===== config.mk =====
export PLATFORM = sky130hd
export DESIGN_NAME = tmra_channel
export DESIGN_NICKNAME = d
export VERILOG_FILES = /design/src/include/tmra_pkg.sv /design/src/design/tmra_channel.sv
export VERILOG_INCLUDE_DIRS = /design/src /design/src/include
export SDC_FILE = /design/constraint.sdc
export NUM_CORES = 1
export LEC_CHECK = 0
export ABC_AREA = 1
export ABC_CLOCK_PERIOD_IN_PS = 2200
export BUFFER_PORTS_ARGS = -buffer_cell sky130_fd_sc_hd__buf_2
export CORE_UTILIZATION = 52
export CTS_BUF_LIST = sky130_fd_sc_hd__clkbuf_8
export CTS_CLUSTER_SIZE = 10
export DETAILED_ROUTE_END_ITERATION = 10
export MAX_ROUTING_LAYER = met4
export PLACE_DENSITY = 0.83
export SYNTH_ARGS = -nofsm -noshare
export SYNTH_HDL_FRONTEND = slang
export SYNTH_SLANG_ARGS = --single-unit

===== constraint.sdc =====
create_clock -name pclk -period 2.2 [get_ports pclk]
set_input_delay 0.11 -clock pclk [delete_from_list [all_inputs] [get_ports pclk]]
set_output_delay 0.11 -clock pclk [all_outputs]
set_load 0.01 [all_outputs]

===== src/include/tmra_params.svh =====
`ifndef TMRA_PARAMS_SVH
`define TMRA_PARAMS_SVH

// ----------------------------------------------------------------
// Register offsets (byte addresses, one 32-bit word each)
// ----------------------------------------------------------------
`define TMRA_OFF_COUNT   12'h000
`define TMRA_OFF_START   12'h004
`define TMRA_OFF_MODE    12'h008
`define TMRA_OFF_STATUS  12'h00C

// ----------------------------------------------------------------
// Field positions and widths
// ----------------------------------------------------------------
`define TMRA_CNT_W       16
`define TMRA_MODE_W      10
`define TMRA_START_BIT   0
`define TMRA_STAT_RUN    0
`define TMRA_STAT_OUT    1
`define TMRA_STAT_GATE   2

// ----------------------------------------------------------------
// Reset values and special read values
// ----------------------------------------------------------------
`define TMRA_RST_COUNT   16'h0000
`define TMRA_RST_RELOAD  16'h0000
`define TMRA_RST_MODE    10'h000
`define TMRA_CNT_ONES    16'hFFFF
`define TMRA_CNT_ZERO    16'h0000

// ----------------------------------------------------------------
// Prescaler terminal counts
// ----------------------------------------------------------------
`define TMRA_DIV8_LAST   5'h07
`define TMRA_DIV32_LAST  5'h1F
`define TMRA_DIV8_MASK   5'h07

`endif


===== src/include/tmra_pkg.sv =====
package tmra_pkg;

  typedef enum logic [1:0] {
    TMRA_MODE_TIMER = 2'b00,
    TMRA_MODE_EVENT = 2'b01,
    TMRA_MODE_RSV2  = 2'b10,
    TMRA_MODE_RSV3  = 2'b11
  } tmra_mode_t;

  typedef enum logic [1:0] {
    TMRA_SRC_F1   = 2'b00,
    TMRA_SRC_F8   = 2'b01,
    TMRA_SRC_F32  = 2'b10,
    TMRA_SRC_SUB32 = 2'b11
  } tmra_clksel_t;

  // Mode register layout, bit 9 down to bit 0
  typedef struct packed {
    logic         channel_direction_flag;
    logic         two_phase;
    logic         ev_from_timer;
    logic         free_run;
    logic         pulse_en;
    logic         gate_en;
    tmra_clksel_t clk_sel;
    tmra_mode_t   mode;
  } tmra_cfg_t;

endpackage


===== src/design/tmra_channel.sv =====
// Functional notes
// Timer mode counts f1, f8, f32 or the subclock divided by 32.
// Timer mode counts down, reloads on underflow; ratio 1/(n+1).
// Writing the start flag to 1 starts counting.
// Clearing the start flag to 0 halts counting.
// Each timer-mode underflow raises the interrupt request.
// Count write while stopped loads both reload register and counter.
// Count write while running loads reload only; counter takes it at reload.
// Count read while running returns the live counter.
// Timer-mode read at the reload instant returns all ones.
// Read after a write while halted returns the written value.
// Gate option: input pin level enables or suspends counting.
// Pulse option: output pin toggles at every underflow.
// Event mode counts the input pin or another timer's overflow.
// Channels 0-1 single-phase only; channels 2-4 also two-phase.
// Event-mode reload-instant read: all ones on underflow, zeros on overflow.
// Software rewrites the count before restarting a stopped free-run channel.
// Event mode free-run wraps without reloading.
// Direction flag 0 counts down, 1 counts up in event mode.
// Counter and reload are 16 bits; underflow is a decrement at zero.
// Closed gate holds the counter; counting resumes from that value.
//
// The register addresses and the APB register port were left to the implementer.
`timescale 1ns/1ps
`default_nettype none
`include "tmra_params.svh"

module tmra_channel #(
  parameter int unsigned CHAN_IDX = 0
) (
  input  wire logic        pclk,
  input  wire logic        presetn,
  input  wire logic        psel,
  input  wire logic        penable,
  input  wire logic        pwrite,
  input  wire logic [11:0] paddr,
  input  wire logic [31:0] pwdata,
  output logic      [31:0] prdata,
  output logic             pready,
  output logic             pslverr,
  input  wire logic        timer_event_input_pin,
  input  wire logic        timer_phase_b_pin,
  input  wire logic        other_timer_overflow,
  input  wire logic        subclock_in,
  output logic             timer_pulse_output_pin,
  output logic             timer_pulse_output_oe,
  output logic             count_irq
);

  // ----------------------------------------------------------------
  // State
  // ----------------------------------------------------------------
  logic [15:0]        cnt_q;
  logic [15:0]        cnt_d;
  logic [15:0]        reload_q;
  logic               start_q;
  tmra_pkg::tmra_cfg_t cfg_q;
  logic [4:0]         div_q;
  logic [4:0]         sub_div_q;
  logic               sub_prev_q;
  logic               ev_prev_q;
  logic               out_q;
  logic               irq_q;
  logic [31:0]        prdata_q;
  logic               pready_q;
  logic               pslverr_q;

  // Two-phase input exists only on the upper channels
  localparam bit TWO_PH_OK = (CHAN_IDX >= 2);

  // ----------------------------------------------------------------
  // Helpers
  // ----------------------------------------------------------------
  // One counter step; the 16-bit result wraps at both ends
  function automatic logic [15:0] step_cnt(input logic [15:0] v, input logic up);
    return up ? v + 16'h0001 : v - 16'h0001;
  endfunction

  // ----------------------------------------------------------------
  // Bus decode
  // ----------------------------------------------------------------
  wire setup_ph  = psel & ~penable;
  wire acc_ph    = psel & penable & pready_q;
  wire hit_cnt   = (paddr == `TMRA_OFF_COUNT);
  wire hit_start = (paddr == `TMRA_OFF_START);
  wire hit_mode  = (paddr == `TMRA_OFF_MODE);
  wire hit_stat  = (paddr == `TMRA_OFF_STATUS);
  wire addr_ok   = hit_cnt | hit_start | hit_mode | hit_stat;
  wire wr_ok     = acc_ph & pwrite & ~pslverr_q;
  wire wr_cnt    = wr_ok & hit_cnt;
  wire wr_start  = wr_ok & hit_start;
  wire wr_mode   = wr_ok & hit_mode;
  wire rd_setup  = setup_ph & ~pwrite;

  // ----------------------------------------------------------------
  // Count sources
  // ----------------------------------------------------------------
  wire is_timer  = (cfg_q.mode == tmra_pkg::TMRA_MODE_TIMER);
  wire is_event  = (cfg_q.mode == tmra_pkg::TMRA_MODE_EVENT);
  wire tick_f8   = ((div_q & `TMRA_DIV8_MASK) == `TMRA_DIV8_LAST);
  wire tick_f32  = (div_q == `TMRA_DIV32_LAST);
  wire sub_rise  = subclock_in & ~sub_prev_q;
  wire subclock_div32_source = sub_rise & (sub_div_q == `TMRA_DIV32_LAST);
  logic timer_tick;

  always_comb begin
    unique case (cfg_q.clk_sel)
      tmra_pkg::TMRA_SRC_F1:   timer_tick = 1'b1;
      tmra_pkg::TMRA_SRC_F8:   timer_tick = tick_f8;
      tmra_pkg::TMRA_SRC_F32:  timer_tick = tick_f32;
      tmra_pkg::TMRA_SRC_SUB32: timer_tick = subclock_div32_source;
    endcase
  end

  // Gate is level sensitive; high lets the prescaled clock through
  wire gate_open  = ~cfg_q.gate_en | timer_event_input_pin;
  wire ev_rise    = timer_event_input_pin & ~ev_prev_q;
  wire event_tick = cfg_q.ev_from_timer ? other_timer_overflow : ev_rise;
  wire two_ph     = TWO_PH_OK & cfg_q.two_phase & ~cfg_q.ev_from_timer;
  // Two-phase: phase B high at an A rising edge counts up, low counts down
  wire ev_up      = two_ph ? timer_phase_b_pin : cfg_q.channel_direction_flag;
  wire count_up   = is_event & ev_up;
  wire timer_go   = is_timer & timer_tick & gate_open;
  wire event_go   = is_event & event_tick;
  wire count_en   = start_q & (timer_go | event_go);

  // ----------------------------------------------------------------
  // Counter
  // ----------------------------------------------------------------
  wire underflow  = count_en & ~count_up & (cnt_q == `TMRA_CNT_ZERO);
  wire overflow   = count_en & count_up & (cnt_q == `TMRA_CNT_ONES);
  wire wrap       = underflow | overflow;
  wire reload_now = wrap & ~(is_event & cfg_q.free_run);

  always_comb begin
    cnt_d = cnt_q;
    if (wr_cnt && !start_q) begin
      cnt_d = pwdata[15:0];
    end else if (reload_now) begin
      cnt_d = reload_q;
    end else if (count_en) begin
      cnt_d = step_cnt(cnt_q, count_up);
    end
  end

  // Reload-instant reads show the boundary, not the freshly loaded value
  wire [15:0] cnt_rd  = underflow ? `TMRA_CNT_ONES : overflow ? `TMRA_CNT_ZERO : cnt_q;
  wire [31:0] stat_rd = {29'h0000000, cfg_q.gate_en & ~timer_event_input_pin, out_q, start_q};
  wire [31:0] rd_mux  = hit_cnt   ? {16'h0000, cnt_rd} :
                        hit_start ? {31'h00000000, start_q} :
                        hit_mode  ? {22'h000000, cfg_q} :
                        hit_stat  ? stat_rd : 32'h00000000;

  always_ff @(posedge pclk or negedge presetn) begin
    if (!presetn) begin
      cnt_q    <= `TMRA_RST_COUNT;
      reload_q <= `TMRA_RST_RELOAD;
    end else begin
      cnt_q <= cnt_d;
      if (wr_cnt) begin
        reload_q <= pwdata[15:0];
      end
    end
  end

  // ----------------------------------------------------------------
  // Control registers
  // ----------------------------------------------------------------
  always_ff @(posedge pclk or negedge presetn) begin
    if (!presetn) begin
      start_q <= 1'b0;
      cfg_q   <= tmra_pkg::tmra_cfg_t'(`TMRA_RST_MODE);
    end else begin
      if (wr_start) begin
        start_q <= pwdata[`TMRA_START_BIT];
      end
      if (wr_mode) begin
        cfg_q <= tmra_pkg::tmra_cfg_t'(pwdata[9:0]);
      end
    end
  end

  // ----------------------------------------------------------------
  // Prescaler and edge history
  // ----------------------------------------------------------------
  always_ff @(posedge pclk or negedge presetn) begin
    if (!presetn) begin
      div_q      <= 5'h00;
      sub_div_q  <= 5'h00;
      sub_prev_q <= 1'b0;
      ev_prev_q  <= 1'b0;
    end else begin
      div_q      <= div_q + 5'h01;
      sub_prev_q <= subclock_in;
      ev_prev_q  <= timer_event_input_pin;
      if (sub_rise) begin
        sub_div_q <= sub_div_q + 5'h01;
      end
    end
  end

  // ----------------------------------------------------------------
  // Pulse output and interrupt request
  // ----------------------------------------------------------------
  always_ff @(posedge pclk or negedge presetn) begin
    if (!presetn) begin
      out_q <= 1'b0;
      irq_q <= 1'b0;
    end else begin
      irq_q <= wrap;
      if (wrap && cfg_q.pulse_en) begin
        out_q <= ~out_q;
      end
    end
  end

  // ----------------------------------------------------------------
  // APB slave: one wait-free access phase after each setup
  // ----------------------------------------------------------------
  always_ff @(posedge pclk or negedge presetn) begin
    if (!presetn) begin
      prdata_q  <= 32'h00000000;
      pready_q  <= 1'b0;
      pslverr_q <= 1'b0;
    end else begin
      pready_q  <= setup_ph;
      pslverr_q <= setup_ph & ~addr_ok;
      // Read data is captured at setup, so the access cycle never stalls
      if (rd_setup) begin
        prdata_q <= rd_mux;
      end
    end
  end

  assign prdata                 = prdata_q;
  assign pready                 = pready_q;
  assign pslverr                = pslverr_q;
  assign count_irq              = irq_q;
  assign timer_pulse_output_pin = out_q;
  // Pin stays a general-purpose port unless pulse output is chosen
  assign timer_pulse_output_oe  = cfg_q.pulse_en;
endmodule

`default_nettype wire


==> out/qor.yml, run 1 <==
sta:
  fin_skew_ns: 0.0141
  max_freq_ghz: 0.455
  rsz0062_at_grt: "true"
  setup_viol: 0
  layout_min_cycle_time_ns: 2.20
  fin_crit_sh_pct: 99.8
  holdWs_ns: -0.00128
  worstMarginPinSlew_ns: 0.593
  slew_headroom_pct: 60.5
  drv_slew: 0
  hold_viol: 1
global_route:
  grt_max_degree: 46
  first_global_vias: 4499
  grt_usage_pct: 29.5
  grt_pass1_wl_um: 21500
  grt_antenna_before_repair: 0
  overflow: 0
setup_path:
  path_max_fanout: 5
  required_ns: 2.46
  setup.worst_path.start_class: "flop"
  cp-end-kind: "flop"
  worstSetupStartpoint: "cfg_q[1]"
  r2r-start: "cfg_q[1]"
  crit_type: "reg2reg"
  arrival_ns: 2.45
placement:
  place.gp.congestion: 0.969
  hpwlAfterDp_um: 9590
  numPortBuffers: 56
final_layout:
  fill_cells: 709
  fin_nets: 790
  fin_util_pct: 66.8
  area_delta_synth_final_pct: 24.1
  final_layout_size_suffix_gt1_share_pct: 25.5
  antenna_cells: 0
hold_path:
  hold_start: "pwdata[12]"
  hold_class: "in2reg"
synthesis:
  async_flop_share_pct: 100
  synth-edff-count: 0
  yosys.cell_count.top_type: "nand2_1"
  synth_common_cells: "150 x nand2_1, 75 x dfrtp_1, 75 x inv_1, 56 x nand3_1, 40 x o21ai_0"
  synth_area_leaders: "dfrtp_1 40%, nand2_1 12%, inv_1 6.0%"
  synth_top_area_share_pct: 40.0
  yosysWarnings: 0
  synth_area_um2: 4690
  ys_seq_area_share_pct: 40.0
  synth.largest_area_cell: "dfrtp_1"
  syn_avg_cell_area_um2: 7.67
  ys_ff_latch: 75
  synth-main-ff-cell: "dfrtp_1"
  synthCells: 612
  synth.distinct_cells: 42
routing:
  drcViolationCount: 0
  drtIter0Drc: 444
  postRouteAntennaNets: 0
  routed_wl_um: 13200
  avgViaCountPerCell: 5.59
  route.vias.total: 4637
  post_drt_wl_per_cell_um: 16.0
  first_pass_iters: 6
die:
  core-area_um2: 8720
  io_pins: 90
  start_util_pct: 53.8
  die_area_um2: 9410
  chipWidth_um: 97
  die_h_um: 97
  num_rows: 34
outcome:
  violations: "negative hold slack"
  status: "complete, but fails checks"
clocking:
  cts_root_buffer: "clkbuf_8"
  cts_sinks: 75
  cts_tree: "done"
  insertion_delay_ns: 0.37
  clk_pin_slew_ns: 0.08
  h-tree-depth: 3
  ctsLongestPathBuffers: 2
  numCtsBuffers: 9
job:
  cap_violations: 0
pwr:
  powerDensity_nw_per_um2: 472
  irDropWorstVdd_uv: 517
  p_leak_nw: 2.97
  power_w: 0.00275
layer usage:
metal	share of wire, %	track usage [%]
met5	0	-
met1	41	38.7
met4	3.9	11.5
met2	47	45.9
met3	8.0	4.84
worst max-delay path, stage by stage (launching register included):
cell      delay (ns)
dfrtp_1         0.40
inv_2           0.10
nand3_4         0.11
buf_4           0.18
ha_1            0.28
nand3_1         0.10
nand2_2         0.14
inv_1           0.06
o21bai_2        0.19
xor2_1          0.28
nand2_1         0.12
nand3_1         0.08
nand2_1         0.06
logic make-up (layout without fill, tap and decap cells):
kind of cell,count (synthesis),after routing,synth area share [%]
AO/OA/AOI/OAI,115,115,14.2
XOR/XNOR,14,14,2.61
adder cells (fa/ha/maj),20,20,5.49
buffers and inverters,110,204,10.7
flip-flops,75,75,40.0
multiplexers,5,5,1.20
other,1,16,0.0799
AND/OR/NAND/NOR,272,273,25.7
final timing paths:
check	to	slack (ns)	cells after the start
max in group asynchronous	div_q[3]	1.34	3
setup reg to reg	cnt_q[5]	0.004	12
min in group asynchronous	reload_q[8]	0.29	2
hold reg to reg	prdata[10]	0.49	2
hold / removal	reload_q[12]	-0.001	2
setup / recovery	cnt_q[5]	0.004	12
timing repair:
| item | 4_1_cts | 5_1_grt |
|---|---|---|
| gates cloned | 0 | 1 |
| hold endpoints to repair | 49 | 0 |
| pin swaps | 2 | 7 |
| setup endpoints to repair | 10 | 31 |
| setup buffers | 0 | 7 |
| resized for setup | 12 | 44 |
| hold buffers | 6 | 0 |
report_power, final:
group          switching (W)  internal, W  total, W
Sequential         0.0000376      0.00143   0.00147
Clock               0.000557     0.000440  0.000997
Combinational       0.000159     0.000124  0.000283
Total               0.000753      0.00200   0.00275
placed cells by master, fill, tap and decap left out, drive strengths merged, types with 2 or more instances in the layout:
cell type | netlist | final
xnor2 | 7 | 7
ha | 19 | 19
o31ai | 5 | 5
nor2 | 40 | 40
dlygate4sd3 | 0 | 6
o21a | 2 | 2
nand3 | 57 | 57
buf | 24 | 101
a2bb2oi | 2 | 2
nand4 | 7 | 7
nand3b | 4 | 4
clkbuf | 5 | 10
nor3 | 7 | 7
o21bai | 16 | 16
a21oi | 35 | 35
inv | 78 | 81
dfrtp | 75 | 75
clkinv | 3 | 5
nand2 | 155 | 156
conb | 1 | 16
o21ai | 51 | 51
mux2 | 5 | 5
xor2 | 7 | 7
cell type report:
class	instances	area, um2	share of cell area, %
multi-input combinational	443	2620	45.0
tap	108	135	2.32
timing repair buffer	107	708	12.2
inverter	81	304	5.22
clock buffer	10	138	2.36
sequential	75	1880	32.2
clock inverter	6	38.8	0.666
metrics by stage:
stage	area (um2)	instances	worst slack [ns]	TNS (ns)	hold WS, ns
floorplan	4750	627	0.0873	0	-0.186
global placement	5270	800	0.0320	0	0.148
detailed placement	5270	800	-0.0584	-0.253	0.166
CTS	5560	822	0.00408	0	0.00438
global route	5820	830	-0.119	-1.62	0.00753
finish	5820	830	0.00368	0	-0.00128
registers in the layout (all words and copies together), names as in the netlist:
| register | flops |
|---|---|
| cfg_q | 8 |
| cnt_q | 16 |
| count_irq | 1 |
| div_q | 5 |
| ev_prev_q | 1 |
| ev_up | 1 |
| prdata | 16 |
| pready | 1 |
| pslverr | 1 |
| reload_q | 16 |
| start_q | 1 |
| sub_div_q | 5 |
| sub_prev_q | 1 |
| timer_pulse_output_oe | 1 |
| timer_pulse_output_pin | 1 |
Power figures use the tool's default switching activity.
==> inputs of run 2 (changes only) <==
--- a/config.mk
+++ b/config.mk
@@ -9,12 +9,12 @@
 export ABC_AREA = 1
 export ABC_CLOCK_PERIOD_IN_PS = 2200
 export BUFFER_PORTS_ARGS = -buffer_cell sky130_fd_sc_hd__buf_2
-export CORE_UTILIZATION = 52
+export CORE_UTILIZATION = 50
 export CTS_BUF_LIST = sky130_fd_sc_hd__clkbuf_8
 export CTS_CLUSTER_SIZE = 10
 export DETAILED_ROUTE_END_ITERATION = 10
 export MAX_ROUTING_LAYER = met4
-export PLACE_DENSITY = 0.83
+export PLACE_DENSITY = 0.8
 export SYNTH_ARGS = -nofsm -noshare
 export SYNTH_HDL_FRONTEND = slang
 export SYNTH_SLANG_ARGS = --single-unit
==> run 2 against run 1 <==
The run now ends clean. Count of clock-buffer cells in the layout down 1. Routed wire length down 2.6%. Global-route usage down 2.3 points. Flip-flop and latch count unchanged. Die area up 3.9%. Critical endpoint is now cnt_q[10].
==> out/qor.yml, run 2 (synthesis results as in run 1) <==
final_layout:
  fin_util_pct: 64.8  # -2.0 points
  fin_nets: 779  # -1.4%
  mostFrequentLayoutCells: "147 x nand2_1, 75 x dfrtp_1, 74 x inv_1"
  final_layout_size_suffix_gt1_share_pct: 21.5  # -4.0 points
  antenna_cells: 0  # unchanged
  stdcell_area_um2: 5760  # -1.1%
  area_delta_synth_final_pct: 22.7
  layout.cells.non_filler: 819  # -1.3%
  final_common_cell: "nand2_1"
clocking:
  cts_sinks: 75  # unchanged
  insertion_delay_ns: 0.37  # about the same
  clk_pin_slew_ns: 0.10  # +0.02 ns
  cts_root_buffer: "clkbuf_8"
  h-tree-depth: 3  # unchanged
  cts_tree: "done"
  numCtsBuffers: 9  # unchanged
  ctsLongestPathBuffers: 2  # unchanged
setup_path:
  crit_type: "reg2reg"
  worstSetupStartpoint: "cfg_q[1]"
  r2r-end: "cnt_q[10]"
  arrival_ns: 2.47  # +0.02 ns
  regToRegSetupSlack_ns: 0.04  # +0.03 ns
  path_max_fanout: 18  # +13
  required_ns: 2.51  # +0.05 ns
  reg2reg_depth: 13  # +1
  cp-endpoint: "cnt_q[10]"
  setup.worst_path.start_class: "flop"
  r2r-start: "cfg_q[1]"
  cp-end-kind: "flop"
placement:
  dpl-instance-area_um2: 5130  # -2.6%
  numPortBuffers: 56  # unchanged
  dp_cells: 782  # -2.3%
  place.gp.congestion: 1.02  # +5.6%
  hpwlAfterDp_um: 9120  # -5.0%
  dp_slack_ns: -0.00393  # +0.0544 ns
pwr:
  irDropWorstVdd_uv: 544  # +5.3%
  combPwrFrac_pct: 8.9  # -1.4 points
  power_w: 0.00282  # +2.5%
  pwr-share-seq_pct: 52.3  # -1.1 points
  p_leak_nw: 2.93  # -1.6%
  powerDensity_nw_per_um2: 489  # +3.6%
  p_int_w: 0.00199  # -0.19%
  p_clk_share_pct: 38.8  # +2.5 points
  sw_frac_of_total_pct: 29.3  # +1.9 points
  switching_power_w: 0.000825  # +9.5%
global_route:
  grt_usage_pct: 27.2  # -2.3 points
  overflow: 0  # unchanged
  first_global_vias: 4216  # -6.3%
  grt_max_degree: 76  # +65%
  grt_pass1_wl_um: 20100  # -6.5%
  grt_antenna_before_repair: 0  # unchanged
die:
  start_util_pct: 52.8  # -1.0 points
  die_area_um2: 9780  # +3.9%
  die_h_um: 98.9  # +1.9%
  io_pins: 90  # unchanged
  core-area_um2: 8890  # +2.0%
  num_rows: 34  # unchanged
  chipWidth_um: 98.9  # +1.9%
routing:
  drcViolationCount: 0  # unchanged
  routed_wl_um: 12900  # -2.6%
  drtIter0Drc: 407  # -8.3%
  avgViaCountPerCell: 5.56  # -0.49%
  first_pass_iters: 6  # unchanged
  postRouteAntennaNets: 0  # unchanged
  route.vias.total: 4553  # -1.8%
  post_drt_wl_per_cell_um: 15.8  # -1.3%
sta:
  layout_min_cycle_time_ns: 2.16  # -0.0328 ns
  fin_skew_ns: 0.0160  # +0.00193 ns
  drv_slew: 0  # unchanged
  rsz0062_at_grt: "true"
  setup_viol: 0  # unchanged
  fin_crit_sh_pct: 98.3  # -1.5 points
  setup_ws_ns: 0.0365  # +0.0328 ns
  hold_viol: 0  # -1
  slew_headroom_pct: 36.8  # -24 points
  max_freq_ghz: 0.462  # +1.5%
  worstMarginPinSlew_ns: 0.948  # +0.356 ns
hold_path:
  hold_class: "in2reg"
job:
  cap_violations: 0  # unchanged
outcome:
  status: "finished clean"
[run 2: cell types whose count changed in the layout (fill, tap and decap cells not counted), moves of 4 or more]
cell / delta
nand2_2: -4
o21ai_1: +4
o21ai_2: -4
dlygate4sd3_1: +7
buf_4: -20
nand2_1: +4
[run 2: critical path, cell delays in order (launching register included)]
cell	delay, ns
dfrtp_1	0.40
inv_1	0.10
nand3_2	0.09
buf_12	0.18
ha_2	0.40
nand2_2	0.09
nor2_2	0.17
nand3_1	0.10
nand3_1	0.15
xor2_2	0.20
inv_1	0.06
nand2_1	0.06
nand2_1	0.05
nand2_1	0.05
[run 2: through the flow]
step / hold WS (ns) / setup TNS (ns)
finish: 0.000504 / 0
global route: 0.00135 / -2.25
CTS: 0.00218 / 0
detailed placement: 0.237 / -0.00393
global placement: 0.234 / 0
floorplan: -0.186 / 0
[run 2: how the worst min path moves through the flow]
stage	slack [ns]	to	depth (start not counted)	start
4_1_cts	0.002	cfg_q[6]	3	pwdata[6]
5_1_grt	0.001	reload_q[10]	2	pwdata[10]
2_1_floorplan	-0.19	cfg_q[0]	0	presetn
3_5_place_dp	0.24	sub_prev_q	1	subclock_in
6_report	0.0005	cfg_q[6]	3	pwdata[6]
3_3_place_gp	0.23	sub_prev_q	1	subclock_in
[run 2: layout make-up]
cell class	count	area, um2
Clock buffer	9	124
Clock inverter	7	81.3
Fill cell	756	3130
Inverter	81	304
Multi-Input combinational cell	443	2580
Sequential cell	75	1880
Tap cell	108	135
Timing Repair Buffer	96	659
[run 2: metal layers]
layer / up-vias / global-route usage (%) / share of wire (%)
met2: 232 / 40.6 / 45
met1: 2122 / 37.0 / 43
met5: - / - / 0
met4: 0 / 9.99 / 3.4
li1: 2155 / - / -
met3: 44 / 4.96 / 8.7
[run 2: timing repair]
action | CTS | global route
setup endpoints to repair | 6 | 29
resized for setup | 6 | 37
cloned | 0 | 1
hold endpoints to repair | 88 | 0
pin swaps | 1 | 1
buffers inserted | 0 | 7
hold buffers | 13 | 0
[run 2: power by group through the flow]
| stage | Sequential [W] | Clock [W] | Combinational, W |
|---|---|---|---|
| after detailed placement | 0.00150 | 0 | 0.000230 |
| after floorplan | 0.00149 | 0 | 0.000142 |
| after global routing | 0.00148 | 0.00116 | 0.000286 |
| after CTS | 0.00147 | 0.00110 | 0.000250 |
| after global placement | 0.00150 | 0 | 0.000219 |
| final | 0.00147 | 0.00109 | 0.000250 |
